File: src/pkg/dasq_params.svh
`ifndef DASQ_PARAMS_SVH
`define DASQ_PARAMS_SVH
// Summary of operation
// Single, triggered or continuous scan modes.
// Eight inputs feed two 12-bit converters.
// Converters store results in readable buffers.
// Control bit selects sequential or simultaneous.
// Sequential scan follows eight-slot channel list.
// Sequential slot uses converter owning its input.
// Simultaneous mode samples two channels together.
// Software never pairs one input twice.
// End-of-scan interrupt on limit violation.
// Selectable zero-crossing interrupt conditions.
// Trigger starts one scan; ignored while busy.

// ---------------------------------------------------------------
// Register offsets (byte addresses)
// ---------------------------------------------------------------
`define DASQ_CTRL_OFS 8'h00
`define DASQ_STAT_OFS 8'h04
`define DASQ_LIST_OFS 8'h08
`define DASQ_ZCSEL_OFS 8'h0C
`define DASQ_IRQST_OFS 8'h10
`define DASQ_IRQMSK_OFS 8'h14
// Word arrays selected by address bits [7:5], slot by [4:2]
`define DASQ_RES_BLK 3'h1
`define DASQ_LOLIM_BLK 3'h2
`define DASQ_HILIM_BLK 3'h3

// ---------------------------------------------------------------
// Field positions
// ---------------------------------------------------------------
`define DASQ_CTRL_SIMUL_BIT 2
`define DASQ_CTRL_START_BIT 3
`define DASQ_CTRL_STOP_BIT 4
`define DASQ_LIST_LAST_LSB 24
`define DASQ_IRQ_DONE_BIT 0
`define DASQ_IRQ_LIMIT_BIT 1
`define DASQ_IRQ_ZC_BIT 2

// ---------------------------------------------------------------
// Reset values
// ---------------------------------------------------------------
`define DASQ_LIST_RST 27'h7FA_C688
`define DASQ_LOLIM_RST 12'h000
`define DASQ_HILIM_RST 12'hFFF
`define DASQ_ZCSEL_RST 16'h0000
`define DASQ_IRQ_RST 3'h0

// ---------------------------------------------------------------
// Timing
// ---------------------------------------------------------------
`define DASQ_CLK_PERIOD_NS 50
`define DASQ_CONV_TIME_NS 1000
`define DASQ_CONV_CYCLES \
  ((`DASQ_CONV_TIME_NS + `DASQ_CLK_PERIOD_NS - 1) / `DASQ_CLK_PERIOD_NS)
`endif

File: src/pkg/dasq_pkg.sv
package dasq_pkg;
  // Scan behaviour; code 2'b11 is illegal and acts as single scan
  typedef enum logic [1:0] {
    MODE_ONCE = 2'b00,
    MODE_TRIG = 2'b01,
    MODE_LOOP = 2'b10
  } dasq_mode_t;
  // Sequencer states, Gray along idle-start-wait
  typedef enum logic [1:0] {
    ST_IDLE = 2'b00,
    ST_START = 2'b01,
    ST_WAIT = 2'b11
  } dasq_state_t;
endpackage

File: src/pkg/dasq_conv_if.sv
`timescale 1ns/1ps
// Link between the sequencer and one converter slice
interface dasq_conv_if;
  logic start;
  logic [11:0] sample;
  logic [11:0] lowLimit;
  logic [11:0] highLimit;
  logic [1:0] zcMode;
  logic [11:0] prevResult;
  logic done;
  logic [11:0] result;
  logic outOfRange;
  logic zeroCross;
  modport seq (output start, sample, lowLimit, highLimit, zcMode,
    prevResult, input done, result, outOfRange, zeroCross);
  modport conv (input start, sample, lowLimit, highLimit, zcMode,
    prevResult, output done, result, outOfRange, zeroCross);
endinterface

File: src/rtl/dasq_conv_slice.sv
`timescale 1ns/1ps
`include "dasq_params.svh"

module dasq_conv_slice #(
  parameter int CONV_CYCLES = `DASQ_CONV_CYCLES
) (
  input wire logic clock,
  input wire logic nrst,
  input wire logic ce,
  dasq_conv_if.conv cif
);
  localparam int CW = $clog2(CONV_CYCLES + 1);
  localparam int DoneLat = CONV_CYCLES + 1;

  logic [11:0] held; // Sample-and-hold value
  logic busy; // Conversion in progress
  logic [CW-1:0] count; // Cycles left in the conversion
  logic newSign; // Held value at or above midscale
  logic oldSign; // Previous result at or above midscale
  logic crossing; // Sign change matching the selected mode

  // ---------------------------------------------------------------
  // Sample and conversion timing
  // ---------------------------------------------------------------
  always_ff @(posedge clock) begin
    if (!nrst) begin
      held <= 12'h000;
      busy <= 1'b0;
      count <= '0;
    end else if (ce) begin
      if (cif.start) begin
        // Capture on the start cycle so two slices sample together
        held <= cif.sample;
        busy <= 1'b1;
        count <= CW'(CONV_CYCLES - 1);
      end else if (busy) begin
        if (count == '0) begin
          busy <= 1'b0;
        end else begin
          count <= count - 1'b1;
        end
      end
    end
  end

  // ---------------------------------------------------------------
  // Result checks
  // ---------------------------------------------------------------
  // Midscale is the zero line of a bipolar signal
  assign newSign = held[11];
  assign oldSign = cif.prevResult[11];

  always_comb begin
    unique case (cif.zcMode)
      2'b01: crossing = !oldSign && newSign; // Rising through zero
      2'b10: crossing = oldSign && !newSign; // Falling through zero
      2'b11: crossing = oldSign != newSign; // Either direction
      default: crossing = 1'b0; // Detection off
    endcase
  end

  // Result and flags leave on a one-cycle done pulse
  always_ff @(posedge clock) begin
    if (!nrst) begin
      cif.done <= 1'b0;
      cif.result <= 12'h000;
      cif.outOfRange <= 1'b0;
      cif.zeroCross <= 1'b0;
    end else if (ce) begin
      cif.done <= busy && (count == '0);
      if (busy && (count == '0)) begin
        cif.result <= held;
        cif.outOfRange <= (held < cif.lowLimit) ||
          (held > cif.highLimit);
        cif.zeroCross <= crossing;
      end
    end
  end

  conv_latency_a: assert property (
    @(posedge clock) disable iff (!nrst || !ce)
    cif.start |-> ##DoneLat cif.done)
    else $error("conversion did not finish on time");

  zc_mode_a: assert property (
    @(posedge clock) disable iff (!nrst || !ce)
    cif.done && cif.zeroCross |-> cif.zcMode != 2'b00)
    else $error("zero crossing flagged while disabled");
endmodule

File: src/rtl/dasq_top.sv
`timescale 1ns/1ps
`include "dasq_params.svh"

module dasq_top #(
  parameter int CONV_CYCLES = `DASQ_CONV_CYCLES
) (
  input wire logic clock,
  input wire logic nrst,
  input wire logic ce,
  input wire logic psel,
  input wire logic penable,
  input wire logic pwrite,
  input wire logic [7:0] paddr,
  input wire logic [31:0] pwdata,
  output logic [31:0] prdata,
  output logic pready,
  output logic pslverr,
  input wire logic [7:0][11:0] analogInput,
  input wire logic scanTriggerA,
  input wire logic scanTriggerB,
  output logic irq
);
  // ---------------------------------------------------------------
  // Declarations
  // ---------------------------------------------------------------
  logic [7:0][11:0] anaS1; // First synchroniser stage
  logic [7:0][11:0] anaS2; // Stable input words
  logic [1:0] trigS1; // Trigger synchroniser, first stage
  logic [1:0] trigS2; // Trigger synchroniser, second stage
  logic [1:0] trigS3; // Delayed copy for edge detect
  logic trigEdge; // Rising edge on either trigger

  dasq_pkg::dasq_mode_t mode; // Scan behaviour
  logic simul; // Simultaneous pair conversion
  logic [7:0][2:0] chanList; // Input of each slot
  logic [2:0] lastSlot; // Final slot of the scan
  logic [15:0] zcSel; // Two bits of crossing mode per slot
  logic [11:0] results [8]; // Result buffers per slot
  logic [11:0] lowLim [8]; // Low limit per slot
  logic [11:0] highLim [8]; // High limit per slot
  logic [2:0] irqStat; // Sticky event flags
  logic [2:0] irqMask; // Event enables

  dasq_pkg::dasq_state_t state; // Sequencer state
  logic [2:0] slot; // Slot being converted
  logic stopReq; // Halt continuous scanning
  logic anyOut; // A result of this scan broke a limit

  logic rdValid; // Read data latched for this transfer
  logic [31:0] rdData; // Read multiplexer
  logic hit; // Address maps to a register
  logic wrEn; // Write taken this cycle
  logic startPulse; // Software start
  logic stopPulse; // Software stop
  logic go; // Begin a scan
  logic [2:0] endSlot; // Final slot after mode clamp
  logic [2:0] chanA; // Input for converter A
  logic [2:0] chanB; // Input for converter B
  logic [2:0] slotB; // Buffer slot fed by converter B
  logic doneAny; // A conversion of this slot ended
  logic scanEnd; // Final slot finished
  logic limitHit; // Scan broke a limit, current slot included
  logic [2:0] irqSet; // Events this cycle
  logic [2:0] irqClr; // Write-one-to-clear mask

  dasq_conv_if cifA ();
  dasq_conv_if cifB ();

  // ---------------------------------------------------------------
  // Pin synchronisers
  // ---------------------------------------------------------------
  // Analogue words and triggers come from outside this clock
  always_ff @(posedge clock) begin
    if (!nrst) begin
      anaS1 <= '0;
      anaS2 <= '0;
      trigS1 <= 2'h0;
      trigS2 <= 2'h0;
      trigS3 <= 2'h0;
    end else if (ce) begin
      anaS1 <= analogInput;
      anaS2 <= anaS1;
      trigS1 <= {scanTriggerB, scanTriggerA};
      trigS2 <= trigS1;
      trigS3 <= trigS2;
    end
  end

  assign trigEdge = |(trigS2 & ~trigS3);

  // ---------------------------------------------------------------
  // APB slave
  // ---------------------------------------------------------------
  // Ready only once read data has been latched in a live cycle
  assign pready = ce && rdValid;
  assign pslverr = psel && penable && pready && !hit;
  assign wrEn = psel && penable && pwrite && pready && hit;
  assign irqClr = (wrEn && paddr == `DASQ_IRQST_OFS) ? pwdata[2:0]
    : 3'h0;
  assign startPulse = wrEn && paddr == `DASQ_CTRL_OFS &&
    pwdata[`DASQ_CTRL_START_BIT];
  assign stopPulse = wrEn && paddr == `DASQ_CTRL_OFS &&
    pwdata[`DASQ_CTRL_STOP_BIT];

  // Read multiplexer, reserved bits read zero
  always_comb begin
    rdData = 32'h0000_0000;
    hit = 1'b1;
    if (paddr == `DASQ_CTRL_OFS) begin
      rdData[2:0] = {simul, mode};
    end else if (paddr == `DASQ_STAT_OFS) begin
      rdData[4:0] = {stopReq, slot, state != dasq_pkg::ST_IDLE};
    end else if (paddr == `DASQ_LIST_OFS) begin
      rdData[26:0] = {lastSlot, chanList};
    end else if (paddr == `DASQ_ZCSEL_OFS) begin
      rdData[15:0] = zcSel;
    end else if (paddr == `DASQ_IRQST_OFS) begin
      rdData[2:0] = irqStat;
    end else if (paddr == `DASQ_IRQMSK_OFS) begin
      rdData[2:0] = irqMask;
    end else if (paddr[7:5] == `DASQ_RES_BLK) begin
      rdData[11:0] = results[paddr[4:2]];
    end else if (paddr[7:5] == `DASQ_LOLIM_BLK) begin
      rdData[11:0] = lowLim[paddr[4:2]];
    end else if (paddr[7:5] == `DASQ_HILIM_BLK) begin
      rdData[11:0] = highLim[paddr[4:2]];
    end else begin
      hit = 1'b0; // Unmapped: error response
    end
  end

  // Read data is caught in the setup cycle, so one access cycle
  always_ff @(posedge clock) begin
    if (!nrst) begin
      rdValid <= 1'b0;
      prdata <= 32'h0000_0000;
    end else if (ce) begin
      rdValid <= psel && !(penable && rdValid);
      if (psel && !rdValid) begin
        prdata <= rdData;
      end
    end
  end

  // ---------------------------------------------------------------
  // Configuration registers
  // ---------------------------------------------------------------
  // Mode and list are locked while a scan runs to keep it coherent
  always_ff @(posedge clock) begin
    if (!nrst) begin
      mode <= dasq_pkg::MODE_ONCE;
      simul <= 1'b0;
      // One reset word holds both the list and its final slot
      chanList <= 24'(`DASQ_LIST_RST);
      lastSlot <= 3'(`DASQ_LIST_RST >> `DASQ_LIST_LAST_LSB);
      zcSel <= `DASQ_ZCSEL_RST;
      irqMask <= `DASQ_IRQ_RST;
    end else if (ce && wrEn) begin
      if (state == dasq_pkg::ST_IDLE) begin
        if (paddr == `DASQ_CTRL_OFS) begin
          mode <= dasq_pkg::dasq_mode_t'(pwdata[1:0]);
          simul <= pwdata[`DASQ_CTRL_SIMUL_BIT];
        end
        if (paddr == `DASQ_LIST_OFS) begin
          chanList <= pwdata[23:0];
          lastSlot <= pwdata[`DASQ_LIST_LAST_LSB +: 3];
        end
      end
      if (paddr == `DASQ_ZCSEL_OFS) begin
        zcSel <= pwdata[15:0];
      end
      if (paddr == `DASQ_IRQMSK_OFS) begin
        irqMask <= pwdata[2:0];
      end
    end
  end

  // Limits may be retuned at any time
  always_ff @(posedge clock) begin
    if (!nrst) begin
      for (int i = 0; i < 8; i++) begin
        lowLim[i] <= `DASQ_LOLIM_RST;
        highLim[i] <= `DASQ_HILIM_RST;
      end
    end else if (ce && wrEn) begin
      if (paddr[7:5] == `DASQ_LOLIM_BLK) begin
        lowLim[paddr[4:2]] <= pwdata[11:0];
      end
      if (paddr[7:5] == `DASQ_HILIM_BLK) begin
        highLim[paddr[4:2]] <= pwdata[11:0];
      end
    end
  end

  // ---------------------------------------------------------------
  // Slot routing
  // ---------------------------------------------------------------
  // Simultaneous scans pair slot n with slot n+4, so at most four
  assign endSlot = (simul && lastSlot[2]) ? 3'h3 : lastSlot;
  assign chanA = chanList[slot];
  assign slotB = simul ? {1'b1, slot[1:0]} : slot;
  assign chanB = chanList[slotB];
  // Software must keep the two inputs of a pair distinct
  assign cifA.sample = anaS2[chanA];
  assign cifB.sample = anaS2[chanB];
  // Sequential: inputs 0-3 on converter A, 4-7 on converter B
  assign cifA.start = state == dasq_pkg::ST_START &&
    (simul || !chanA[2]);
  assign cifB.start = state == dasq_pkg::ST_START &&
    (simul || chanA[2]);
  assign cifA.lowLimit = lowLim[slot];
  assign cifA.highLimit = highLim[slot];
  assign cifA.zcMode = zcSel[{slot, 1'b0} +: 2];
  assign cifA.prevResult = results[slot];
  assign cifB.lowLimit = lowLim[slotB];
  assign cifB.highLimit = highLim[slotB];
  assign cifB.zcMode = zcSel[{slotB, 1'b0} +: 2];
  assign cifB.prevResult = results[slotB];

  dasq_conv_slice #(.CONV_CYCLES(CONV_CYCLES)) convA (
    .clock(clock),
    .nrst(nrst),
    .ce(ce),
    .cif(cifA)
  );

  dasq_conv_slice #(.CONV_CYCLES(CONV_CYCLES)) convB (
    .clock(clock),
    .nrst(nrst),
    .ce(ce),
    .cif(cifB)
  );

  // ---------------------------------------------------------------
  // Scan sequencer
  // ---------------------------------------------------------------
  // Trigger edges outside idle are dropped, not queued
  // Start obeys the mode written with it, so one write can switch
  // into triggered mode without firing a stray scan
  assign go = state == dasq_pkg::ST_IDLE &&
    ((startPulse && pwdata[1:0] != dasq_pkg::MODE_TRIG) ||
    (trigEdge && mode == dasq_pkg::MODE_TRIG));
  assign doneAny = state == dasq_pkg::ST_WAIT &&
    (cifA.done || cifB.done);
  assign scanEnd = doneAny && slot == endSlot;
  assign limitHit = anyOut || (cifA.done && cifA.outOfRange) ||
    (cifB.done && cifB.outOfRange);

  always_ff @(posedge clock) begin
    if (!nrst) begin
      state <= dasq_pkg::ST_IDLE;
      slot <= 3'h0;
      anyOut <= 1'b0;
    end else if (ce) begin
      unique case (state)
        dasq_pkg::ST_IDLE: begin
          if (go) begin
            state <= dasq_pkg::ST_START;
            slot <= 3'h0;
            anyOut <= 1'b0;
          end
        end
        dasq_pkg::ST_START: begin
          state <= dasq_pkg::ST_WAIT;
        end
        dasq_pkg::ST_WAIT: begin
          if (doneAny) begin
            anyOut <= limitHit;
            if (slot != endSlot) begin
              state <= dasq_pkg::ST_START;
              slot <= slot + 3'h1;
            end else if (mode == dasq_pkg::MODE_LOOP && !stopReq) begin
              state <= dasq_pkg::ST_START;
              slot <= 3'h0;
              anyOut <= 1'b0;
            end else begin
              state <= dasq_pkg::ST_IDLE;
            end
          end
        end
        default: state <= dasq_pkg::ST_IDLE;
      endcase
    end
  end

  // Stop takes effect at the end of the running scan
  always_ff @(posedge clock) begin
    if (!nrst) begin
      stopReq <= 1'b0;
    end else if (ce) begin
      if (stopPulse) begin
        stopReq <= 1'b1;
      end else if (state == dasq_pkg::ST_IDLE) begin
        stopReq <= 1'b0;
      end
    end
  end

  // Result buffers, written as each conversion ends
  always_ff @(posedge clock) begin
    if (!nrst) begin
      for (int i = 0; i < 8; i++) begin
        results[i] <= 12'h000;
      end
    end else if (ce) begin
      if (cifA.done) begin
        results[slot] <= cifA.result;
      end
      if (cifB.done) begin
        results[slotB] <= cifB.result;
      end
    end
  end

  // ---------------------------------------------------------------
  // Interrupts
  // ---------------------------------------------------------------
  always_comb begin
    irqSet = 3'h0;
    irqSet[`DASQ_IRQ_DONE_BIT] = scanEnd;
    irqSet[`DASQ_IRQ_LIMIT_BIT] = scanEnd && limitHit;
    irqSet[`DASQ_IRQ_ZC_BIT] = (cifA.done && cifA.zeroCross) ||
      (cifB.done && cifB.zeroCross);
  end

  // New events win over a clear in the same cycle
  always_ff @(posedge clock) begin
    if (!nrst) begin
      irqStat <= `DASQ_IRQ_RST;
      irq <= 1'b0;
    end else if (ce) begin
      irqStat <= (irqStat & ~irqClr) | irqSet;
      irq <= |(irqStat & irqMask);
    end
  end

  // ---------------------------------------------------------------
  // Checks
  // ---------------------------------------------------------------
  once_halt_a: assert property (
    @(posedge clock) disable iff (!nrst || !ce)
    scanEnd && mode == dasq_pkg::MODE_ONCE |=>
      state == dasq_pkg::ST_IDLE)
    else $error("single scan did not halt");

  loop_restart_a: assert property (
    @(posedge clock) disable iff (!nrst || !ce)
    scanEnd && mode == dasq_pkg::MODE_LOOP && !stopReq |=>
      state == dasq_pkg::ST_START && slot == 3'h0)
    else $error("continuous scan did not restart");

  result_store_a: assert property (
    @(posedge clock) disable iff (!nrst || !ce)
    cifA.done |=> results[$past(slot)] == $past(cifA.result))
    else $error("result buffer not written");

  pair_clamp_a: assert property (
    @(posedge clock) disable iff (!nrst || !ce)
    simul && state != dasq_pkg::ST_IDLE |-> !slot[2])
    else $error("simultaneous scan ran past slot three");

  slot_step_a: assert property (
    @(posedge clock) disable iff (!nrst || !ce)
    doneAny && slot != endSlot |=>
      slot == $past(slot) + 3'h1 ##1 state == dasq_pkg::ST_WAIT)
    else $error("channel list not followed in order");

  seq_route_a: assert property (
    @(posedge clock) disable iff (!nrst || !ce)
    state == dasq_pkg::ST_START && !simul |->
      cifB.start == chanA[2] && cifA.start != cifB.start)
    else $error("sequential slot on wrong converter");

  simul_pair_a: assert property (
    @(posedge clock) disable iff (!nrst || !ce)
    state == dasq_pkg::ST_START && simul |-> cifA.start && cifB.start)
    else $error("pair not sampled together");

  limit_irq_a: assert property (
    @(posedge clock) disable iff (!nrst || !ce)
    scanEnd && limitHit |=> irqStat[`DASQ_IRQ_LIMIT_BIT] ##1
      irq == irqMask[`DASQ_IRQ_LIMIT_BIT] || irq)
    else $error("limit event lost");

  trig_start_a: assert property (
    @(posedge clock) disable iff (!nrst || !ce)
    trigEdge && mode == dasq_pkg::MODE_TRIG &&
      state == dasq_pkg::ST_IDLE |=> state == dasq_pkg::ST_START)
    else $error("trigger did not start a scan");

  trig_ignore_a: assert property (
    @(posedge clock) disable iff (!nrst || !ce)
    trigEdge && state == dasq_pkg::ST_WAIT && !doneAny |=>
      state == dasq_pkg::ST_WAIT && $stable(slot))
    else $error("trigger disturbed a running scan");
endmodule

File: config.mk
export PLATFORM = sky130hd
export DESIGN_NAME = dasq_top
export DESIGN_NICKNAME = d
export VERILOG_FILES = /design/src/pkg/dasq_pkg.sv /design/src/pkg/dasq_conv_if.sv /design/src/rtl/dasq_conv_slice.sv /design/src/rtl/dasq_top.sv
export VERILOG_INCLUDE_DIRS = /design/src /design/src/pkg
export SDC_FILE = /design/constraint.sdc
export NUM_CORES = 2
export LEC_CHECK = 0
export ABC_AREA = 1
export ABC_CLOCK_PERIOD_IN_PS = 3400
export BUFFER_PORTS_ARGS = -buffer_cell sky130_fd_sc_hd__buf_2
export CORE_ASPECT_RATIO = 1.75
export CORE_MARGIN = 4
export CORE_UTILIZATION = 30
export CTS_BUF_LIST = sky130_fd_sc_hd__clkbuf_8
export DETAILED_ROUTE_END_ITERATION = 12
export SYNTH_ARGS = -nofsm -noshare
export SYNTH_HDL_FRONTEND = slang
export SYNTH_SLANG_ARGS = --single-unit
File: constraint.sdc
create_clock -name clock -period 3.4 [get_ports clock]
set_input_delay 0.68 -clock clock [delete_from_list [all_inputs] [get_ports clock]]
set_output_delay 0.68 -clock clock [all_outputs]
set_load 0.01 [all_outputs]
# --- Word-level counts from Yosys, hierarchy flattened ---
# Memory sizes are Yosys's and may differ from the RTL's. A register that Yosys moved wholly into a read port is not among the register bits.
# Index checks and enable logic that the tools add are counted.
classes:
  bitwise: 6
  mux: 100
  n_eq_ne: 28
  n_reduce_logical: 83
  multipliers: 0
  n_addsub: 3
  order_cmp: 8
  div_mod_pow: 0
  n_shift: 2
op_table:
  columns: ["op", "n"]
  rows:
  - ["$mux 12", 10]
  - ["$bmux 12 s3", 2]
  - ["$mux 3", 22]
  - ["$reduce_or 12->1", 4]
  - ["$mux 1", 43]
  - ["$logic_and 1x1->1", 35]
  - ["$mux 5", 7]
  - ["$shiftx 16x5->2", 2]
  - ["$gt 12x12->1", 2]
  - ["$lt 12x12->1", 2]
  - ["$mux 24", 1]
  - ["$mux 22", 1]
  - ["$bmux 3 s3", 2]
  - ["$mux 9", 2]
  - ["$eq 8x4->1 const B", 2]
  - ["$eq 8x5->1 const B", 2]
  - ["$lt 3x4->1 const B", 4]
  - ["$mux 16", 1]
  - ["$reduce_and 2->1", 8]
  - ["$reduce_and 3->1", 5]
  - ["$eq 2x2->1 const B", 6]
  - ["$mux 11", 1]
  - ["$logic_not 5->1", 2]
  - ["$reduce_bool 2->1", 5]
  - ["other kinds (31)", 59]
word_totals:
  rom_bits: 0
  elab_cells: 287
  latchBits: 0
  out_inout_bits: 35
  ram_bits: 288
  mem_count: 3
  reg_bits: 352
  input_bits: 144
mem_list:
  columns: ["name", "depth", "width", "rd", "rd_ports_with_merged_regs", "write_ports", "line_no", "source"]
  rows:
  - ["highLim", 8, 12, 3, 1, 8, "dasq_top.sv:40", "logic [11:0] highLim [8];"]
  - ["lowLim", 8, 12, 3, 1, 8, "dasq_top.sv:39", "logic [11:0] lowLim [8];"]
  - ["results", 8, 12, 3, 1, 8, "dasq_top.sv:38", "logic [11:0] results [8];"]

# --- Depth between registers and ports, before layout ---
depth:
  ltp_word: 20
  mapped_depth: 20
  depth_no_buf: 20

# --- Cells and area by module ---
# A second synthesis with hierarchy kept.
hier_totals:
  hier_cells: 4541
  hier_area_um2: 34020.1
modules_own_cells:
  columns: ["module", "instances", "seq_area_each_um2", "area_per_inst_um2", "cells_each"]
  rows:
  - ["dasq_top", 1, 14433.8, 30096.4, 3989]
  - ["dasq_conv_slice", 2, 660.6, 1961.9, 276]

# --- Worst setup path after synthesis ---
# Ideal clock, no wire load.
synth_path:
  path_type: "reg-to-reg"
  startpoint: "register slot[0]"
  endpoint: "register convB.cif.outOfRange"
  required_time_ns: 3.281
  path_stages_with_launch: 19
  n_path_buf: 5
  path_slack_ns: 0.606
  arrival_time_ns: 2.674
  setup_time_ns: 0.119
  cell_sequence: "dfxtp_1 > buf_2 > buf_2 > buf_2 > nand2_1 > inv_1 > buf_2 > buf_1 > a221oi_1 > nand2_1 > inv_1 > ha_1 > inv_1 > nor3_1 > nand2_1 > nor3b_1 > a31oi_1 > nor2_1 > a21oi_1"
synth_via:
  elab_chain_len: 4
  word_cells_on_any_way: 6
  cone_classes: "order compare (2); mux (1); reduce/logical (1); memory (2)"
synth_lines:
  columns: ["item", "line_no", "source"]
  rows:
  - ["start: declaration", "dasq_top.sv:45", "logic [2:0] slot;"]
  - ["start signal: assignment", "dasq_top.sv:271", "slot <= slot + 3'h1;"]
  - ["$mux 3 *", "dasq_top.sv:201", "assign slotB = simul ? {1'b1, slot[1:0]} : slot;"]
  - ["$mem_v2 8x12 (on tied branches)", null, null]
  - ["$lt 12x12->1 or $gt 12x12->1 (tied branches)", "dasq_conv_slice.sv:73, dasq_conv_slice.sv:74", null]
  - ["$logic_or 1x1->1 *", "dasq_conv_slice.sv:73", "cif.outOfRange <= (held < cif.lowLimit) ||"]
  - ["end signal: assignment", "dasq_conv_slice.sv:73", null]
  - ["end: declaration", "dasq_conv_if.sv:17", "prevResult, output done, result, outOfRange, zeroCross);"]
# Mark *: on every way between the ends. The rest lies on a longest branch, timed or not.
# A chain may end at the register's enable or synchronous reset.

# --- Worst setup path after layout ---
layout_path:
  startpoint: "register slot[2]"
  endpoint: "register convB.cif.outOfRange"
# The elaborated chain is that of the path after synthesis.

==> impl_metrics.env <==
export IMPL_status="finished clean"
export IMPL_drc=0
export IMPL_cp_num_buf_inv=5
export IMPL_grt_max_degree=185
export IMPL_period_share_pct=94.7
export IMPL_yosysTopAreaCellShare_pct=26.7
export IMPL_worstPathArrival_ns=3.89
export IMPL_clk_latency_ns=0.79
export IMPL_clock_root_buffer="clkbuf_8"
export IMPL_synthCells=4181
export IMPL_powerDensity_mw_per_mm2=467
export IMPL_drt_total_wl_mm=138
export IMPL_grt_util_all_layers_pct=23.3
export IMPL_synth_edf_count=288
export IMPL_place_ws_ns=0.222
export IMPL_rsz0062_at_grt="false"
export IMPL_ys_types=42
export IMPL_clk_pin_slew_worst_paths_ns=0.08
export IMPL_die_w_um=256
export IMPL_area_growth_pct=17.2
export IMPL_hp_class="in2reg"
export IMPL_io_pin_count=179
export IMPL_dieArea_mm2=0.113
export IMPL_row_count=159
export IMPL_seq_area_frac_synth_pct=48.7
export IMPL_slew_violations=0
export IMPL_ant_nets=0
export IMPL_crit_chain="buf_4 -> nor2_1 -> nand3_1 -> buf_12 -> inv_1 -> a221oi_1 -> nand2_1 -> inv_1 -> ha_1 -> nand2_1 -> nor2_1 -> nand2_1 -> nor3b_1 -> a31oi_1 -> nor2_1 -> buf_4 -> a21oi_1"
export IMPL_clock_skew_ns=0.0433
export IMPL_wl_per_cell_um=23.5
export IMPL_core_area_mm2=0.107
export IMPL_drv_cap=0
export IMPL_worst_ir_drop_vdd_uv=451
export IMPL_finalSetupViolations=0
export IMPL_ys_flop_type="dfxtp_1"
export IMPL_path_max_fanout=15
export IMPL_final_common_cell="nand2_1"
export IMPL_dr_pass1_iters=6
export IMPL_avgSynthCellArea_um2=7.74
export IMPL_critical_path_max_stage_delay_ns=0.34
export IMPL_gp_congestion=1.05
export IMPL_worst_setup_path_start_kind="flop"
export IMPL_worst_pin_slew_ns=1.07
export IMPL_cts_path_max_buffers=3
export IMPL_num_vias=31551
export IMPL_crit_family="simple AND/OR/NAND/NOR gates"
export IMPL_antenna_found_initial=6
export IMPL_setup_tns_ns=0
export IMPL_vias_per_cell=5.40
export IMPL_grt_pass1_wl_mm=199
export IMPL_start_util_pct=30.2
export IMPL_clock_sinks=643
export IMPL_fp_dieH_um=443
export IMPL_overflow=0
export IMPL_final_hold_viol_count=0
export IMPL_placed_cells=5672
export IMPL_grt_pass1_vias=30488
export IMPL_path_class="reg2reg"
export IMPL_io_buffer_count=168
export IMPL_syn_area_mm2=0.0324
export IMPL_worstPathRequired_ns=4.07
export IMPL_yosysTopAreaCell="edfxtp_1"
export IMPL_rrSetupSlack_ns=0.18
export IMPL_dp_hpwl_mm=102
export IMPL_post_cts_buffers=0
export IMPL_htree_levels=3
export IMPL_worst_slack_ns=0.182
export IMPL_drtIter0Drc=2751
export IMPL_cts_tree="yes"
export IMPL_layout_common_cells="nand2_1 (756), nor2_1 (551), o21ai_0 (477)"
export IMPL_fmax_mhz=311
export IMPL_numCtsBuffers=92
export IMPL_synth_seq_cells=643
export IMPL_critical_path_slowest_cell="dfxtp_1"
export IMPL_relSlewSlack_pct=28.2
export IMPL_synthArstFlopShare_pct=0
export IMPL_holdWs_ns=0.126
export IMPL_drive_gt1_share_pct=13.7
export IMPL_yosysWarnings=0
export IMPL_finalNetCount=4600
export IMPL_final_cells=5847
export IMPL_p_leak_nw=15.3
export IMPL_endpoint_kind="flop"
export IMPL_period_needed_ns=3.22
export IMPL_synthTopCellsByArea="edfxtp_1 (27%), dfxtp_1 (22%), nand2_1 (8.8%), o21ai_0 (7.4%), nor2_1 (6.4%)"
area by class of cell:
class                   count  area (um^2)
fillers                 11335        69300
flip-flops and latches    643        15800
multi-input cells        2863        14000
repair buffers            412         3010
well taps                1368         1710
clock buffers             113         1560
inverters                 386         1460
clock inverters            56          423
diodes                      6         15.0
state kept, by name (all words and copies together) (netlist names), 2 cells and up, named ones only:
| name | count |
|---|---|
| irqStat | 3 |
| convA.cif.result | 12 |
| anaS1 | 96 |
| chanList | 24 |
| lowLim | 96 |
| trigS3 | 2 |
| irqMask | 3 |
| zcSel | 16 |
| mode | 2 |
| highLim | 96 |
| convB.cif.result | 12 |
| convA.held | 12 |
| anaS2 | 96 |
| state | 2 |
| convA.count | 5 |
| results | 96 |
| trigS2 | 2 |
| slot | 3 |
| convB.count | 5 |
| lastSlot | 3 |
| trigS1 | 2 |
| prdata | 27 |
| convB.held | 12 |
Yosys cell counts, drive strengths merged (2+ instances only):
cell and number:
buf 89, o21ai 482, or2 33, edfxtp 288, a31oi 7, a22oi 19
nor2 555, o2111ai 11, dfxtp 355, a21oi 346, nor3 14, inv 346
o22ai 134, o22a 4, ha 58, nand4 36, clkinv 40, xor2 3
a211oi 3, a221oi 43, nand3 235, nand2 760, a21boi 2, clkbuf 204
o2bb2ai 4, o211ai 103
repair_timing:
item,CTS,global route
endpoints found under the setup margin,0,1
resized for setup,0,4
hold buffers,0,0
layer usage:
layer / up-vias / track usage [%] / wire, um
met1: 14864 / 23.1 / 46100
li1: 14698 / - / -
met4: 6 / 21.3 / 14800
met5: - / 0 / 38
met3: 558 / 4.17 / 8510
met2: 1425 / 41.1 / 68100
logic make-up after synthesis:
logic type	after synthesis	share of synthesized area, %
compound gates	1161	20.3
fa+ha+maj	58	2.24
other cells	1	0.0116
xor+xnor	4	0.108
buf+inv	679	8.15
flops	643	48.7
simple gates	1635	20.5
power breakdown:
group | leakage, nW | switching (W) | internal [W]
combinational | 8.60 | 0.00175 | 0.000789
sequential | 5.59 | 0.000166 | 0.00832
clock | 1.10 | 0.00325 | 0.00342
total | 15.3 | 0.00517 | 0.0125
path summary, 6_finish.rpt:
| kind | from | endpoint | depth (start not counted) |
|---|---|---|---|
| worst max-delay path | slot[2]$_SDFFE_PN0P_ | convB.cif.outOfRange$_SDFFE_PN0P_ | 17 |
| worst min register to register | prdata[24]$_SDFFE_PN0P_ | prdata[24]$_SDFFE_PN0P_ | 2 |
| worst max register to register | slot[2]$_SDFFE_PN0P_ | convB.cif.outOfRange$_SDFFE_PN0P_ | 17 |
| worst min-delay path | analogInput[27] | anaS1[27]$_SDFFE_PN0P_ | 3 |
metrics by stage:
| stage | cell area, um^2 | power [W] | utilization [%] |
|---|---|---|---|
| global route | 37900 | 0.0183 | 35.4 |
| detailed placement | 35900 | 0.0111 | 33.5 |
| floorplan | 32400 | 0.00994 | - |
| CTS | 37900 | 0.0178 | 35.4 |
| finish | 37900 | 0.0177 | 35.4 |
| global placement | 35900 | 0.0111 | 33.5 |
worst register-to-register path: stages (launching register included):
cell and delay (ns):
dfxtp_1 0.34, buf_4 0.15, nor2_1 0.22, nand3_1 0.19
buf_12 0.21, inv_1 0.33, a221oi_1 0.15, nand2_1 0.26
inv_1 0.09, ha_1 0.28, nand2_1 0.06, nor2_1 0.20
nand2_1 0.09, nor3b_1 0.19, a31oi_1 0.07, nor2_1 0.10
buf_4 0.13, a21oi_1 0.06
Power figures use the tool's default switching activity.
